### config.mk
export PLATFORM = sky130hd
export DESIGN_NAME = tmc_timer
export DESIGN_NICKNAME = d
export VERILOG_FILES = /design/src/hw/tmc_pkg.sv /design/src/hw/tmc_timer.sv
export SDC_FILE = /design/constraint.sdc
export NUM_CORES = 1
export LEC_CHECK = 0
export BUFFER_PORTS_ARGS = -buffer_cell sky130_fd_sc_hd__clkbuf_2
export CORE_MARGIN = 1.5
export CORE_UTILIZATION = 50
export CTS_BUF_LIST = sky130_fd_sc_hd__clkbuf_16
export DETAILED_ROUTE_END_ITERATION = 8
export GPL_ROUTABILITY_DRIVEN = 0
export PLACE_DENSITY = 0.82
export RECOVER_POWER = 50
export SLEW_MARGIN = 10
export SYNTH_ARGS = -nofsm -noshare
export SYNTH_HDL_FRONTEND = slang
export SYNTH_SLANG_ARGS = --single-unit
### constraint.sdc
create_clock -name aclk -period 3.3 [get_ports aclk]
set_input_delay 0.99 -clock aclk [delete_from_list [all_inputs] [get_ports aclk]]
set_output_delay 0.99 -clock aclk [all_outputs]
set_load 0.01 [all_outputs]
### src/hw/tmc_pkg.sv
// constants, register map and field layouts of the eight-bit timer/counter
package tmc_pkg;
   // clock and instruction-cycle rate
   localparam int unsigned CLK_PERIOD_NS = 10;
   localparam int unsigned INSTR_PERIOD_NS = 40;
   localparam int unsigned INSTR_DIV = INSTR_PERIOD_NS / CLK_PERIOD_NS;
   localparam logic [1:0] INSTR_LAST = 2'(INSTR_DIV - 1);
   localparam logic [1:0] WRITE_INHIBIT_CYCLES = 2'h2;

   // register indices; byte address is four times the index
   localparam int unsigned ADDR_W = 12;
   localparam logic [7:0] IDX_TIMER_COUNT = 8'h01;
   localparam logic [7:0] IDX_INTERRUPT_CONTROL = 8'h0b;
   localparam logic [7:0] IDX_OPTION_CONFIG = 8'h81;

   // reset values and count maximum
   localparam logic [7:0] COUNT_RESET = 8'h00;
   localparam logic [7:0] INTCTL_RESET = 8'h00;
   localparam logic [7:0] OPTION_RESET = 8'hff;
   localparam logic [7:0] COUNT_MAX = 8'hff;

   // axi responses
   localparam logic [1:0] RESP_OKAY = 2'h0;
   localparam logic [1:0] RESP_SLVERR = 2'h2;

   typedef struct packed {
      logic port_pullup_disable;
      logic ext_irq_edge;
      logic clock_source_select;
      logic source_edge_select;
      logic prescaler_assign;
      logic prescale_select_hi;
      logic prescale_select_mid;
      logic prescale_select_lo;
   } tmc_option_t;

   typedef struct packed {
      logic global_irq_enable;
      logic peripheral_irq_enable;
      logic overflow_irq_enable;
      logic ext_irq_enable;
      logic port_change_irq_enable;
      logic overflow_flag;
      logic ext_irq_flag;
      logic port_change_flag;
   } tmc_intctl_t;
endpackage : tmc_pkg

### src/hw/tmc_timer.sv
// eight-bit timer/counter with shared prescaler behind an axi4-lite slave
// Function
// - timer mode: count advances once per instruction cycle without prescaler
// - a count write holds counting off for two instruction cycles
// - counter mode: count advances on external count input edges
// - edge select: cleared counts rising, set counts falling edges
// - one prescaler, assigned to timer or watchdog, never both
// - prescaler count is neither readable nor writable by software
// - prescaler is an eight-bit divider chosen by option select bits
// - wrap from maximum to zero sets the overflow flag
// - overflow request raised only while overflow enable is set
// - sleep halts the timer, so no overflow occurs
//
// The implementer's own choice: the AXI4-Lite slave port.
`timescale 1ns/1ps
module tmc_timer
   import tmc_pkg::*;
(
   input wire logic aclk,
   input wire logic aresetn,
   input wire logic [ADDR_W-1:0] s_axi_awaddr,
   input wire logic s_axi_awvalid,
   output logic s_axi_awready,
   input wire logic [31:0] s_axi_wdata,
   input wire logic [3:0] s_axi_wstrb,
   input wire logic s_axi_wvalid,
   output logic s_axi_wready,
   output logic [1:0] s_axi_bresp,
   output logic s_axi_bvalid,
   input wire logic s_axi_bready,
   input wire logic [ADDR_W-1:0] s_axi_araddr,
   input wire logic s_axi_arvalid,
   output logic s_axi_arready,
   output logic [31:0] s_axi_rdata,
   output logic [1:0] s_axi_rresp,
   output logic s_axi_rvalid,
   input wire logic s_axi_rready,
   input wire logic sleep_active,
   input wire logic external_count_input,
   input wire logic watchdog_tick_in,
   output logic watchdog_prescaled,
   output logic overflow_irq
);
   // bus-side state
   logic aw_hold_q, aw_hold_d, w_hold_q, w_hold_d;
   logic [ADDR_W-1:0] waddr_q, waddr_d;
   logic [31:0] wdata_q, wdata_d;
   logic wstrb0_q, wstrb0_d;
   logic awready_q, awready_d, wready_q, wready_d, arready_q, arready_d;
   logic bvalid_q, bvalid_d, rvalid_q, rvalid_d;
   logic [1:0] bresp_q, bresp_d, rresp_q, rresp_d;
   logic [31:0] rdata_q, rdata_d;
   // timer state
   logic [7:0] count_q, count_d, presc_q, presc_d;
   tmc_option_t opt_q, opt_d;
   tmc_intctl_t ictl_q, ictl_d;
   logic [1:0] instr_cnt_q, instr_cnt_d, inhibit_q, inhibit_d;
   logic ext_s1_q, ext_s2_q, ext_s3_q, ext_lvl_q, ext_lvl_d, ext_prev_q;
   logic wd_out_q, wd_out_d, irq_q, irq_d;
   // combinational helpers
   logic wr_fire, wr_cnt, wr_ictl, wr_opt, wr_hit, instr_en, ext_evt;
   logic timer_src, presc_evt, presc_out, inc, assign_wd;
   logic [2:0] ps;
   logic [8:0] shifted;
   logic [7:0] mask;

   function automatic logic reg_hit(input logic [ADDR_W-1:0] a, input logic [7:0] idx);
      reg_hit = (a[ADDR_W-1:10] == '0) && (a[9:2] == idx);
   endfunction : reg_hit

   // external pin synchroniser; only the second stage reads the first
   always_ff @(posedge aclk)
   begin
      ext_s1_q <= external_count_input;
      ext_s2_q <= ext_s1_q;
      ext_s3_q <= ext_s2_q;
   end

   // decode and event sources
   always_comb
   begin
      wr_fire = aw_hold_q && w_hold_q && !bvalid_q;
      wr_hit = reg_hit(waddr_q, IDX_TIMER_COUNT) || reg_hit(waddr_q, IDX_INTERRUPT_CONTROL)
         || reg_hit(waddr_q, IDX_OPTION_CONFIG);
      wr_cnt = wr_fire && wstrb0_q && reg_hit(waddr_q, IDX_TIMER_COUNT);
      wr_ictl = wr_fire && wstrb0_q && reg_hit(waddr_q, IDX_INTERRUPT_CONTROL);
      wr_opt = wr_fire && wstrb0_q && reg_hit(waddr_q, IDX_OPTION_CONFIG);
      instr_en = (instr_cnt_q == INSTR_LAST);
      // level changes only once stages two and three agree
      ext_lvl_d = (ext_s2_q == ext_s3_q) ? ext_s3_q : ext_lvl_q;
      ext_evt = opt_q.source_edge_select ? (ext_prev_q && !ext_lvl_q)
         : (!ext_prev_q && ext_lvl_q);
      timer_src = opt_q.clock_source_select ? ext_evt : instr_en;
      assign_wd = opt_q.prescaler_assign;
      ps = {opt_q.prescale_select_hi, opt_q.prescale_select_mid, opt_q.prescale_select_lo};
      // timer ratio 2^(ps+1), watchdog ratio 2^ps
      shifted = assign_wd ? (9'h001 << ps) : (9'h002 << ps);
      mask = 8'(shifted - 9'h001);
      presc_evt = assign_wd ? watchdog_tick_in : (timer_src && !sleep_active);
      presc_out = presc_evt && ((presc_q | ~mask) == 8'hff);
      inc = (assign_wd ? timer_src : presc_out) && !sleep_active
         && (inhibit_q == 2'h0) && !wr_cnt;
   end

   // next timer state; hardware set of the flag beats a software clear
   always_comb
   begin
      instr_cnt_d = instr_en ? 2'h0 : instr_cnt_q + 2'h1;
      count_d = count_q;
      presc_d = presc_evt ? presc_q + 8'h01 : presc_q;
      opt_d = wr_opt ? tmc_option_t'(wdata_q[7:0]) : opt_q;
      ictl_d = wr_ictl ? tmc_intctl_t'(wdata_q[7:0]) : ictl_q;
      inhibit_d = inhibit_q;
      if (wr_cnt)
      begin
         count_d = wdata_q[7:0];
         inhibit_d = WRITE_INHIBIT_CYCLES;
         if (!assign_wd)
            presc_d = 8'h00; // count write restarts a timer-assigned prescaler
      end
      else
      begin
         if (inhibit_q != 2'h0 && instr_en && !sleep_active)
            inhibit_d = inhibit_q - 2'h1;
         if (inc)
            count_d = count_q + 8'h01;
      end
      if (inc && count_q == COUNT_MAX)
         ictl_d.overflow_flag = 1'b1;
      irq_d = ictl_d.overflow_flag && ictl_d.overflow_irq_enable;
      // undivided tick passes when the prescaler belongs to the timer
      wd_out_d = assign_wd ? presc_out : watchdog_tick_in;
   end

   // next bus state; one write and one read at a time
   always_comb
   begin
      aw_hold_d = aw_hold_q;
      w_hold_d = w_hold_q;
      waddr_d = waddr_q;
      wdata_d = wdata_q;
      wstrb0_d = wstrb0_q;
      bvalid_d = bvalid_q && !s_axi_bready;
      bresp_d = bresp_q;
      rvalid_d = rvalid_q && !s_axi_rready;
      rresp_d = rresp_q;
      rdata_d = rdata_q;
      if (s_axi_awvalid && awready_q)
      begin
         aw_hold_d = 1'b1;
         waddr_d = s_axi_awaddr;
      end
      if (s_axi_wvalid && wready_q)
      begin
         w_hold_d = 1'b1;
         wdata_d = s_axi_wdata;
         wstrb0_d = s_axi_wstrb[0];
      end
      if (wr_fire)
      begin
         aw_hold_d = 1'b0;
         w_hold_d = 1'b0;
         bvalid_d = 1'b1;
         bresp_d = wr_hit ? RESP_OKAY : RESP_SLVERR;
      end
      if (s_axi_arvalid && arready_q)
      begin
         rvalid_d = 1'b1;
         rresp_d = RESP_OKAY;
         // prescaler has no address, so its count never reaches software
         if (reg_hit(s_axi_araddr, IDX_TIMER_COUNT))
            rdata_d = {24'h000000, count_q};
         else if (reg_hit(s_axi_araddr, IDX_INTERRUPT_CONTROL))
            rdata_d = {24'h000000, ictl_q};
         else if (reg_hit(s_axi_araddr, IDX_OPTION_CONFIG))
            rdata_d = {24'h000000, opt_q};
         else
         begin
            rdata_d = 32'h00000000;
            rresp_d = RESP_SLVERR;
         end
      end
      awready_d = !aw_hold_d;
      wready_d = !w_hold_d;
      arready_d = !rvalid_d;
   end

   // registers
   always_ff @(posedge aclk)
   begin
      if (!aresetn)
      begin
         aw_hold_q <= 1'b0;
         w_hold_q <= 1'b0;
         waddr_q <= '0;
         wdata_q <= 32'h00000000;
         wstrb0_q <= 1'b0;
         awready_q <= 1'b0;
         wready_q <= 1'b0;
         arready_q <= 1'b0;
         bvalid_q <= 1'b0;
         rvalid_q <= 1'b0;
         bresp_q <= RESP_OKAY;
         rresp_q <= RESP_OKAY;
         rdata_q <= 32'h00000000;
         count_q <= COUNT_RESET;
         presc_q <= 8'h00;
         opt_q <= OPTION_RESET;
         ictl_q <= INTCTL_RESET;
         instr_cnt_q <= 2'h0;
         inhibit_q <= 2'h0;
         ext_lvl_q <= 1'b0;
         ext_prev_q <= 1'b0;
         wd_out_q <= 1'b0;
         irq_q <= 1'b0;
      end
      else
      begin
         aw_hold_q <= aw_hold_d;
         w_hold_q <= w_hold_d;
         waddr_q <= waddr_d;
         wdata_q <= wdata_d;
         wstrb0_q <= wstrb0_d;
         awready_q <= awready_d;
         wready_q <= wready_d;
         arready_q <= arready_d;
         bvalid_q <= bvalid_d;
         rvalid_q <= rvalid_d;
         bresp_q <= bresp_d;
         rresp_q <= rresp_d;
         rdata_q <= rdata_d;
         count_q <= count_d;
         presc_q <= presc_d;
         opt_q <= opt_d;
         ictl_q <= ictl_d;
         instr_cnt_q <= instr_cnt_d;
         inhibit_q <= inhibit_d;
         ext_lvl_q <= ext_lvl_d;
         ext_prev_q <= ext_lvl_q;
         wd_out_q <= wd_out_d;
         irq_q <= irq_d;
      end
   end

   assign s_axi_awready = awready_q;
   assign s_axi_wready = wready_q;
   assign s_axi_bvalid = bvalid_q;
   assign s_axi_bresp = bresp_q;
   assign s_axi_arready = arready_q;
   assign s_axi_rvalid = rvalid_q;
   assign s_axi_rresp = rresp_q;
   assign s_axi_rdata = rdata_q;
   assign watchdog_prescaled = wd_out_q;
   assign overflow_irq = irq_q;
endmodule : tmc_timer

==> flow_summary.json, run 1 <==
{
  "crit_slowest_cell": "or3b_2",
  "ioPinCount": 113,
  "report.final.setup_viol": 0,
  "power_frac_seq_pct": 48.5,
  "ff2ff_setup_slack_ns": 0.21,
  "clk-insertion-delay-late_ns": 0.33,
  "post_layout_nonfiller_instances": 583,
  "wl_per_cell_um": 13.48,
  "design_area_mm2": 0.004315,
  "worst_setup_path_start_kind": "flip-flop",
  "worst_r2r_endpoint": "overflow_irq",
  "finalNetCount": 557,
  "timing.critical_path.required_ns": 3.51,
  "path_clk_slew_ns": 0.06,
  "p_sw_uw": 467.6,
  "yosysUniqueCellTypes": 64,
  "global_route.usage.total_pct": 20.71,
  "crit_path_frequent_cell": "ha_1",
  "number_of_antenna_violations_at_the_first_check_in_global_routing": 0,
  "synth.yosys.warnings": 0,
  "synth_edf_count": 0,
  "iteration_count_of_the_initial_detailed_routing_pass": 4,
  "grt_start_max_net_pins": 39,
  "leakagePower_nw": 1.803,
  "global_route_wire_length_before_repair_mm": 13.63,
  "globalRouteOverflowTotal": 0,
  "cts_buffer_count": 9,
  "drive_above_1_share_pct": 15.91,
  "ys_dominant_reg_cell": "dfxtp_1",
  "final_cell_mix": "79 x dfxtp_1, 70 x nand2_1, 45 x clkbuf_2",
  "num_rows": 31,
  "cts_max_path_buffers": 2,
  "syn-mean-instance-area_um2": 8.938,
  "tritoncts_clock_tree": "yes",
  "first_iter_violations": 265,
  "design.core.area_mm2": 0.007292,
  "cap_violations": 0,
  "worstHoldPathType": "flip-flop to flip-flop",
  "postCtsSetupRepairBufs": 0,
  "die_x_um": 90.26,
  "syn_area_mm2": 0.003807,
  "placed_cells": 568,
  "postRouteAntennaNets": 0,
  "critical_path.max_fanout": 9,
  "drt_wl_total_mm": 7.859,
  "filler_cell_count": 649,
  "synth_seq_cells": 79,
  "detailroute.via_count": 3092,
  "timing.hold.worst.start": "ext_s1_q",
  "worst_r2r_path_depth": 11,
  "relSlewSlack_pct": 11.29,
  "holdPathStages": 0,
  "antennaDiodeCount": 0,
  "most_common_library_cell_in_the_layout_ignoring_fill_and_taps": "dfxtp_1",
  "clkSinkCount": 79,
  "route.detailed.drc": 0,
  "cts.root.buffer_cell": "clkbuf_16",
  "max_clock_freq_mhz": 324.0,
  "synth_async_sr_flop_share_pct": 0,
  "report.final.hold_viol_count": 0,
  "endpoint_kind": "flip-flop",
  "clock-skew-final_ns": 0.006007,
  "path_class": "flip-flop to flip-flop",
  "synth_sequential_area_ratio_pct": 41.54,
  "worst_r2r_startpoint": "opt_q[0]",
  "synth_cells": 426,
  "period_minus_slack_ns": 3.086,
  "cts-resized-gates": 0,
  "worst_ir_drop_vdd_mv": 0.3476,
  "comb_power_share_pct": 6.9,
  "floorplan.die_area_mm2": 0.008147,
  "holdBufCountCts": 0,
  "portBuffers": 55,
  "report.final.slew_viol_count": 0,
  "viasPerCell": 5.304,
  "stage_delay_of_the_slowest_cell_on_the_critical_path_ns": 0.48,
  "effective_utilization_at_floorplan_pct": 52.21,
  "htree_num_levels": 3,
  "placed_area_mm2": 0.004053,
  "dp_hpwl_mm": 5.750,
  "outcome": "completed",
  "worstMarginPinSlew_ns": 1.331,
  "power.density_cell_area_mw_per_mm2": 483.7,
  "clockPowerShare_pct": 44.6,
  "hold_end": "ext_s2_q",
  "number_of_global_route_vias_before_repair": 2916,
  "area.growth.synth_to_final_pct": 13.34,
  "die_h_um": 90.26,
  "power_switching_share_pct": 22.40,
  "critical_path.cell_chain": "inv_1 > ha_1 > nand2_1 > ha_1 > or3b_2 > a21oi_1 > o31ai_4 > a41oi_4 > nor3b_2 > a41oi_1 > nor2b_1",
  "setup_tns_ns": 0,
  "power_report.internal_total_mw": 1.620,
  "rsz_0062_raised_after_global_routing": "no",
  "timing.final.crit_share_pct": 93.52,
  "critPathArrivalTime_ns": 3.30
}
synth_stat cells, types with 2 or more instances:
master / instances / area share (%)
o21ai_0: 17 / 2.2
nand2_1: 70 / 6.9
o211ai_1: 2 / 0.39
a21oi_1: 16 / 2.1
nor3_1: 3 / 0.39
and3_1: 3 / 0.49
dfxtp_1: 79 / 42
ha_1: 7 / 2.3
buf_4: 27 / 5.3
nand3b_1: 4 / 0.79
nor2b_1: 13 / 2.1
mux2i_1: 18 / 4.7
clkbuf_8: 2 / 0.72
xor2_1: 4 / 0.92
nand2b_1: 3 / 0.49
clkbuf_1: 11 / 1.1
o21a_1: 3 / 0.59
a41oi_1: 2 / 0.46
buf_2: 2 / 0.26
a221oi_1: 7 / 1.6
nor2_1: 25 / 2.5
mux2_2: 3 / 0.89
xnor2_1: 11 / 2.5
and2_1: 5 / 0.82
nand3_1: 12 / 1.6
inv_1: 12 / 1.2
a21boi_0: 23 / 4.5
nor3b_1: 4 / 0.79
nand4_1: 2 / 0.33
nor4_1: 2 / 0.33
critical path: cells and delay by family, from the launching register on:
kind	cells	cell delay, ns
compound gates	4	1.02
buf+inv	1	0.06
simple gates	4	0.81
fa+ha+maj	2	0.68
flops	1	0.38
registers in the layout (all words and copies together), names as in the netlist, 2 cells and up:
register     cells
count_q          8
ictl_q           8
inhibit_q        2
instr_cnt_q      2
opt_q            7
presc_q          8
s_axi_rdata      8
waddr_q         10
wdata_q          8
area by class of cell:
| cell class | instances | area, um2 | area share (%) |
|---|---|---|---|
| Multi-Input combinational cell | 317 | 1982 | 45.93 |
| Clock inverter | 6 | 53.80 | 1.247 |
| Sequential cell | 79 | 1582 | 36.65 |
| Inverter | 12 | 45.04 | 1.044 |
| Tap cell | 99 | 123.9 | 2.870 |
| Timing Repair Buffer | 61 | 304.0 | 7.046 |
| Clock buffer | 9 | 225.2 | 5.219 |
metal layers:
metal	GRT usage, %	wire (um)
met5	0	0
met4	8.995	116
met3	5.051	432
met2	34.22	3891
met1	25.63	3419
logic make-up after synthesis:
family / count (synthesis) / share of synthesized area (%)
flip-flops: 79 / 41.54
AND/OR/NAND/NOR: 158 / 20.51
XOR/XNOR: 15 / 3.450
multiplexers: 21 / 5.619
adder cells (fa/ha/maj): 7 / 2.300
other: 1 / 0.09849
buffers and inverters: 55 / 8.873
AO/OA/AOI/OAI: 90 / 17.61
power by group through the flow:
stage / combinational [mW] / sequential [mW] / clock, mW
after floorplan: 0.110 / 1.03 / 0
after global placement: 0.143 / 1.03 / 0
after detailed placement: 0.146 / 1.03 / 0
after CTS: 0.147 / 1.01 / 0.946
after global routing: 0.165 / 1.02 / 0.988
final: 0.144 / 1.01 / 0.931
worst max path at each step:
stage	start	to	slack (ns)
final	opt_q[0]	overflow_irq	0.21
after global routing	opt_q[0]	overflow_irq	0.004
after CTS	opt_q[0]	overflow_irq	0.24
after detailed placement	opt_q[0]	overflow_irq	0.27
after global placement	opt_q[0]	overflow_irq	0.36
after floorplan	assign_wd	ictl_q[2]	0.47
per-stage QoR:
stage	hold slack, ns	worst slack [ns]	utilization, %	total power, mW
after CTS	0.3347	0.2366	59.40	2.105
after detailed placement	0.3200	0.2732	55.58	1.179
after global routing	0.3432	0.004057	59.18	2.171
after global placement	0.3170	0.3616	55.58	1.174
final	0.3368	0.2140	59.18	2.088
after floorplan	0.3096	0.4727	-	1.143
No activity file was read; power rests on OpenSTA's default activity.
==> run 2: changes to the inputs <==
--- a/config.mk
+++ b/config.mk
@@ -5,12 +5,14 @@
 export SDC_FILE = /design/constraint.sdc
 export NUM_CORES = 1
 export LEC_CHECK = 0
+export ABC_AREA = 1
 export BUFFER_PORTS_ARGS = -buffer_cell sky130_fd_sc_hd__clkbuf_2
 export CORE_MARGIN = 1.5
 export CORE_UTILIZATION = 50
 export CTS_BUF_LIST = sky130_fd_sc_hd__clkbuf_16
 export DETAILED_ROUTE_END_ITERATION = 8
 export GPL_ROUTABILITY_DRIVEN = 0
+export HOLD_SLACK_MARGIN = 0.15
 export PLACE_DENSITY = 0.82
 export RECOVER_POWER = 50
 export SLEW_MARGIN = 10
==> run 2 against run 1 <==
Effect of this change: area after synthesis up 0.13%; clock power is 6.2% higher; register-to-register slack better by 0.53 ns; count of clock-buffer cells in the layout unchanged; cell area is 1.4% higher; worst setup slack improved by 0.53 ns; flip-flop and latch count is the same; routed wire length increased by 9.3%; final cell count increased by 19%; synthesized cell count rose by 25%; fmax up 21%; critical path depth is 7 higher.
==> flow_summary.json, run 2 <==
{
  "outcome": "completed",
  "synth_seq_cells": 79,
  "grt_use_met1_pct": 26.43,
  "max_clock_freq_mhz": 391.4,
  "synth_compound_gate_area_share_pct": 14.31,
  "effective_utilization_at_floorplan_pct": 52.01,
  "power_switching_share_pct": 24.53,
  "hold_end": "ext_s2_q",
  "iteration_count_of_the_initial_detailed_routing_pass": 5,
  "grt_start_max_net_pins": 27,
  "postLayoutCoreUtil_pct": 59.72,
  "syn-mean-instance-area_um2": 7.153,
  "critPathArrivalTime_ns": 2.81,
  "worst_ir_drop_vdd_mv": 0.3727,
  "wl_per_cell_um": 12.38,
  "synth_sequential_area_ratio_pct": 41.48,
  "cts-resized-gates": 0,
  "critical_path.max_fanout": 9,
  "period_minus_slack_ns": 2.555,
  "crit_slowest_cell": "ha_1",
  "synth.yosys.warnings": 0,
  "synth.top_cell.area_share_pct": 41.48,
  "synth_fa_ha_area_share_pct": 2.297,
  "area.growth.synth_to_final_pct": 14.83,
  "path_class": "flip-flop to flip-flop",
  "worstHoldPathType": "flip-flop to flip-flop",
  "synth_top_area_cell": "dfxtp_1",
  "holdPathStages": 0,
  "met3_usage_pct": 3.620,
  "timing.critical_path.required_ns": 3.56,
  "yosys.area_share.simple_pct": 27.11,
  "synth_edf_count": 0,
  "synth_common_cells": "89 x nand2_1, 79 x dfxtp_1, 78 x nor2_1",
  "xor_xnor_portion_of_the_synthesized_cell_area_pct": 2.297,
  "critical_path.cell_chain": "inv_1 > ha_1 > nand3_2 > ha_1 > inv_1 > nor2_1 > nand2_1 > nor2_1 > nand2_1 > nand2_1 > nor2_1 > nor2_1 > nand3_1 > nand2_2 > nand2_4 > nand2_4 > nand2_1 > a21oi_1",
  "number_of_antenna_violations_at_the_first_check_in_global_routing": 0,
  "setup_tns_ns": 0,
  "clock-skew-final_ns": 0.01056,
  "path_clk_slew_ns": 0.06,
  "design_area_mm2": 0.004378,
  "muxShareOfSynthArea_pct": 0,
  "worstMarginPinSlew_ns": 1.013,
  "worst_r2r_path_depth": 18,
  "most_common_library_cell_in_the_layout_ignoring_fill_and_taps": "nand2_1",
  "holdBufCountCts": 0,
  "viasPerCell": 5.146,
  "cts_buffer_count": 9,
  "detailroute.via_count": 3571,
  "synth_async_sr_flop_share_pct": 0,
  "first_iter_violations": 241,
  "power_frac_seq_pct": 47.1,
  "worst_r2r_startpoint": "opt_q[0]",
  "post_route_worst_hold_slack_ns": 0.3264,
  "dp_hpwl_mm": 6.344,
  "cts.root.buffer_cell": "clkbuf_16",
  "critical_path_cell_count": 18,
  "post-synth-top-count-cell": "nand2_1",
  "total_power_mw": 2.168,
  "power.density_cell_area_mw_per_mm2": 495.1,
  "global_route.usage.total_pct": 21.93,
  "endpoint_kind": "flip-flop",
  "num_rows": 31,
  "synth_cells": 533,
  "final_cell_mix": "89 x nand2_1, 79 x nor2_1, 79 x dfxtp_1",
  "floorplan.die_area_mm2": 0.008158,
  "die_h_um": 90.32,
  "power_report.internal_total_mw": 1.636,
  "worst_r2r_endpoint": "count_q[4]",
  "ys_dominant_reg_cell": "dfxtp_1",
  "largest_reg_flops": 10,
  "postRouteAntennaNets": 0,
  "ioPinCount": 113,
  "filler_cell_count": 693,
  "synthTopCellsByArea": "dfxtp_1 41%, nand2_1 8.8%, nor2_1 7.7%, o21ai_0 6.2%, buf_4 5.3%",
  "placed_area_mm2": 0.004099,
  "postCtsSetupRepairBufs": 0,
  "timing.final.crit_share_pct": 77.42,
  "cp_top_family": "simple AND/OR/NAND/NOR gates",
  "die_x_um": 90.32,
  "route.detailed.drc": 0,
  "report.final.hold_viol_count": 0,
  "clockPowerShare_pct": 45.6,
  "p_sw_uw": 531.8,
  "relSlewSlack_pct": 32.47,
  "path_buf_inv": 2,
  "leakagePower_nw": 1.965,
  "rsz_0062_raised_after_global_routing": "no",
  "placed_cells": 678,
  "portBuffers": 55,
  "worst_setup_path_start_kind": "flip-flop",
  "global_route_wire_length_before_repair_mm": 14.67,
  "post_layout_nonfiller_instances": 694,
  "number_of_global_route_vias_before_repair": 3413,
  "finalNetCount": 667,
  "report.final.slew_viol_count": 0,
  "clkSinkCount": 79,
  "design.core.area_mm2": 0.007331,
  "htree_num_levels": 3,
  "cap_violations": 0,
  "top_usage_layer": "met2",
  "comb_power_share_pct": 7.2,
  "tritoncts_clock_tree": "yes",
  "timing.hold.worst.start": "ext_s1_q",
  "cts_max_path_buffers": 2,
  "main_combinational_cell_family_by_area_after_synthesis": "simple AND/OR/NAND/NOR gates",
  "ff2ff_setup_slack_ns": 0.75,
  "dp_slack_ns": 0.6183,
  "report.final.setup_viol": 0,
  "yosysUniqueCellTypes": 35,
  "globalRouteOverflowTotal": 0,
  "drt_wl_total_mm": 8.593,
  "largest_register": "waddr_q",
  "syn_area_mm2": 0.003812,
  "setup_slack_ns": 0.7452,
  "clk-insertion-delay-late_ns": 0.34,
  "stage_delay_of_the_slowest_cell_on_the_critical_path_ns": 0.36,
  "gr-usage-met2_pct": 38.83,
  "drive_above_1_share_pct": 13.78,
  "antennaDiodeCount": 0
}
[run 2: cell types whose count changed in the layout (fill, tap and decap cells not counted), moves of 5 or more]
cell,change
a21boi_0,-23
a21oi_1,+20
a221oi_1,-5
and2_1,-5
inv_1,+40
mux2i_1,-18
nand2_1,+19
nand3_1,+22
nor2_1,+54
nor2b_1,-13
nor3_1,+9
o21ai_0,+30
xnor2_1,-9
[run 2: logic make-up after synthesis]
logic type / Yosys count
simple gates: 235
buf+inv: 99
flops: 79
compound gates: 102
xor+xnor: 10
other cells: 1
fa+ha+maj: 7
[run 2: routing by layer]
layer | up-vias | part of all wire [%]
met5 | - | 0
met4 | 0 | 1.3
met3 | 13 | 5.8
met2 | 113 | 49
met1 | 1638 | 44
li1 | 1807 | -
[run 2: worst register-to-register path, stage by stage (launching register included)]
cell     delay [ns]
dfxtp_1        0.35
inv_1          0.07
ha_1           0.36
nand3_2        0.12
ha_1           0.17
inv_1          0.06
nor2_1         0.15
nand2_1        0.09
nor2_1         0.14
nand2_1        0.07
nand2_1        0.06
nor2_1         0.04
nor2_1         0.12
nand3_1        0.11
nand2_2        0.11
nand2_4        0.11
nand2_4        0.15
nand2_1        0.08
a21oi_1        0.12
[run 2: area by class of cell]
class                      instances  area, um2  area share (%)
clock buffer                       9      225.2           5.144
clock inverter                     7      71.32           1.629
multi-input combinational        380       1849           42.24
tap                               99      123.9           2.829
timing repair buffer              61      305.3           6.973
sequential                        79       1582           36.12
inverter                          59      221.5           5.059
[run 2: power groups by stage]
stage / Sequential (mW) / Clock (mW) / Combinational [mW]
floorplan: 1.04 / 0 / 0.122
global placement: 1.04 / 0 / 0.152
detailed placement: 1.04 / 0 / 0.158
CTS: 1.02 / 0.998 / 0.159
global route: 1.03 / 1.04 / 0.180
finish: 1.02 / 0.989 / 0.157
[run 2: worst max path at each step]
stage,start,to
3_5_place_dp,s_axi_araddr[7],s_axi_rdata[6]
5_1_grt,opt_q[0],count_q[6]
2_1_floorplan,s_axi_araddr[7],s_axi_rdata[6]
4_1_cts,opt_q[0],count_q[4]
6_report,opt_q[0],count_q[4]
3_3_place_gp,s_axi_araddr[7],s_axi_rdata[6]
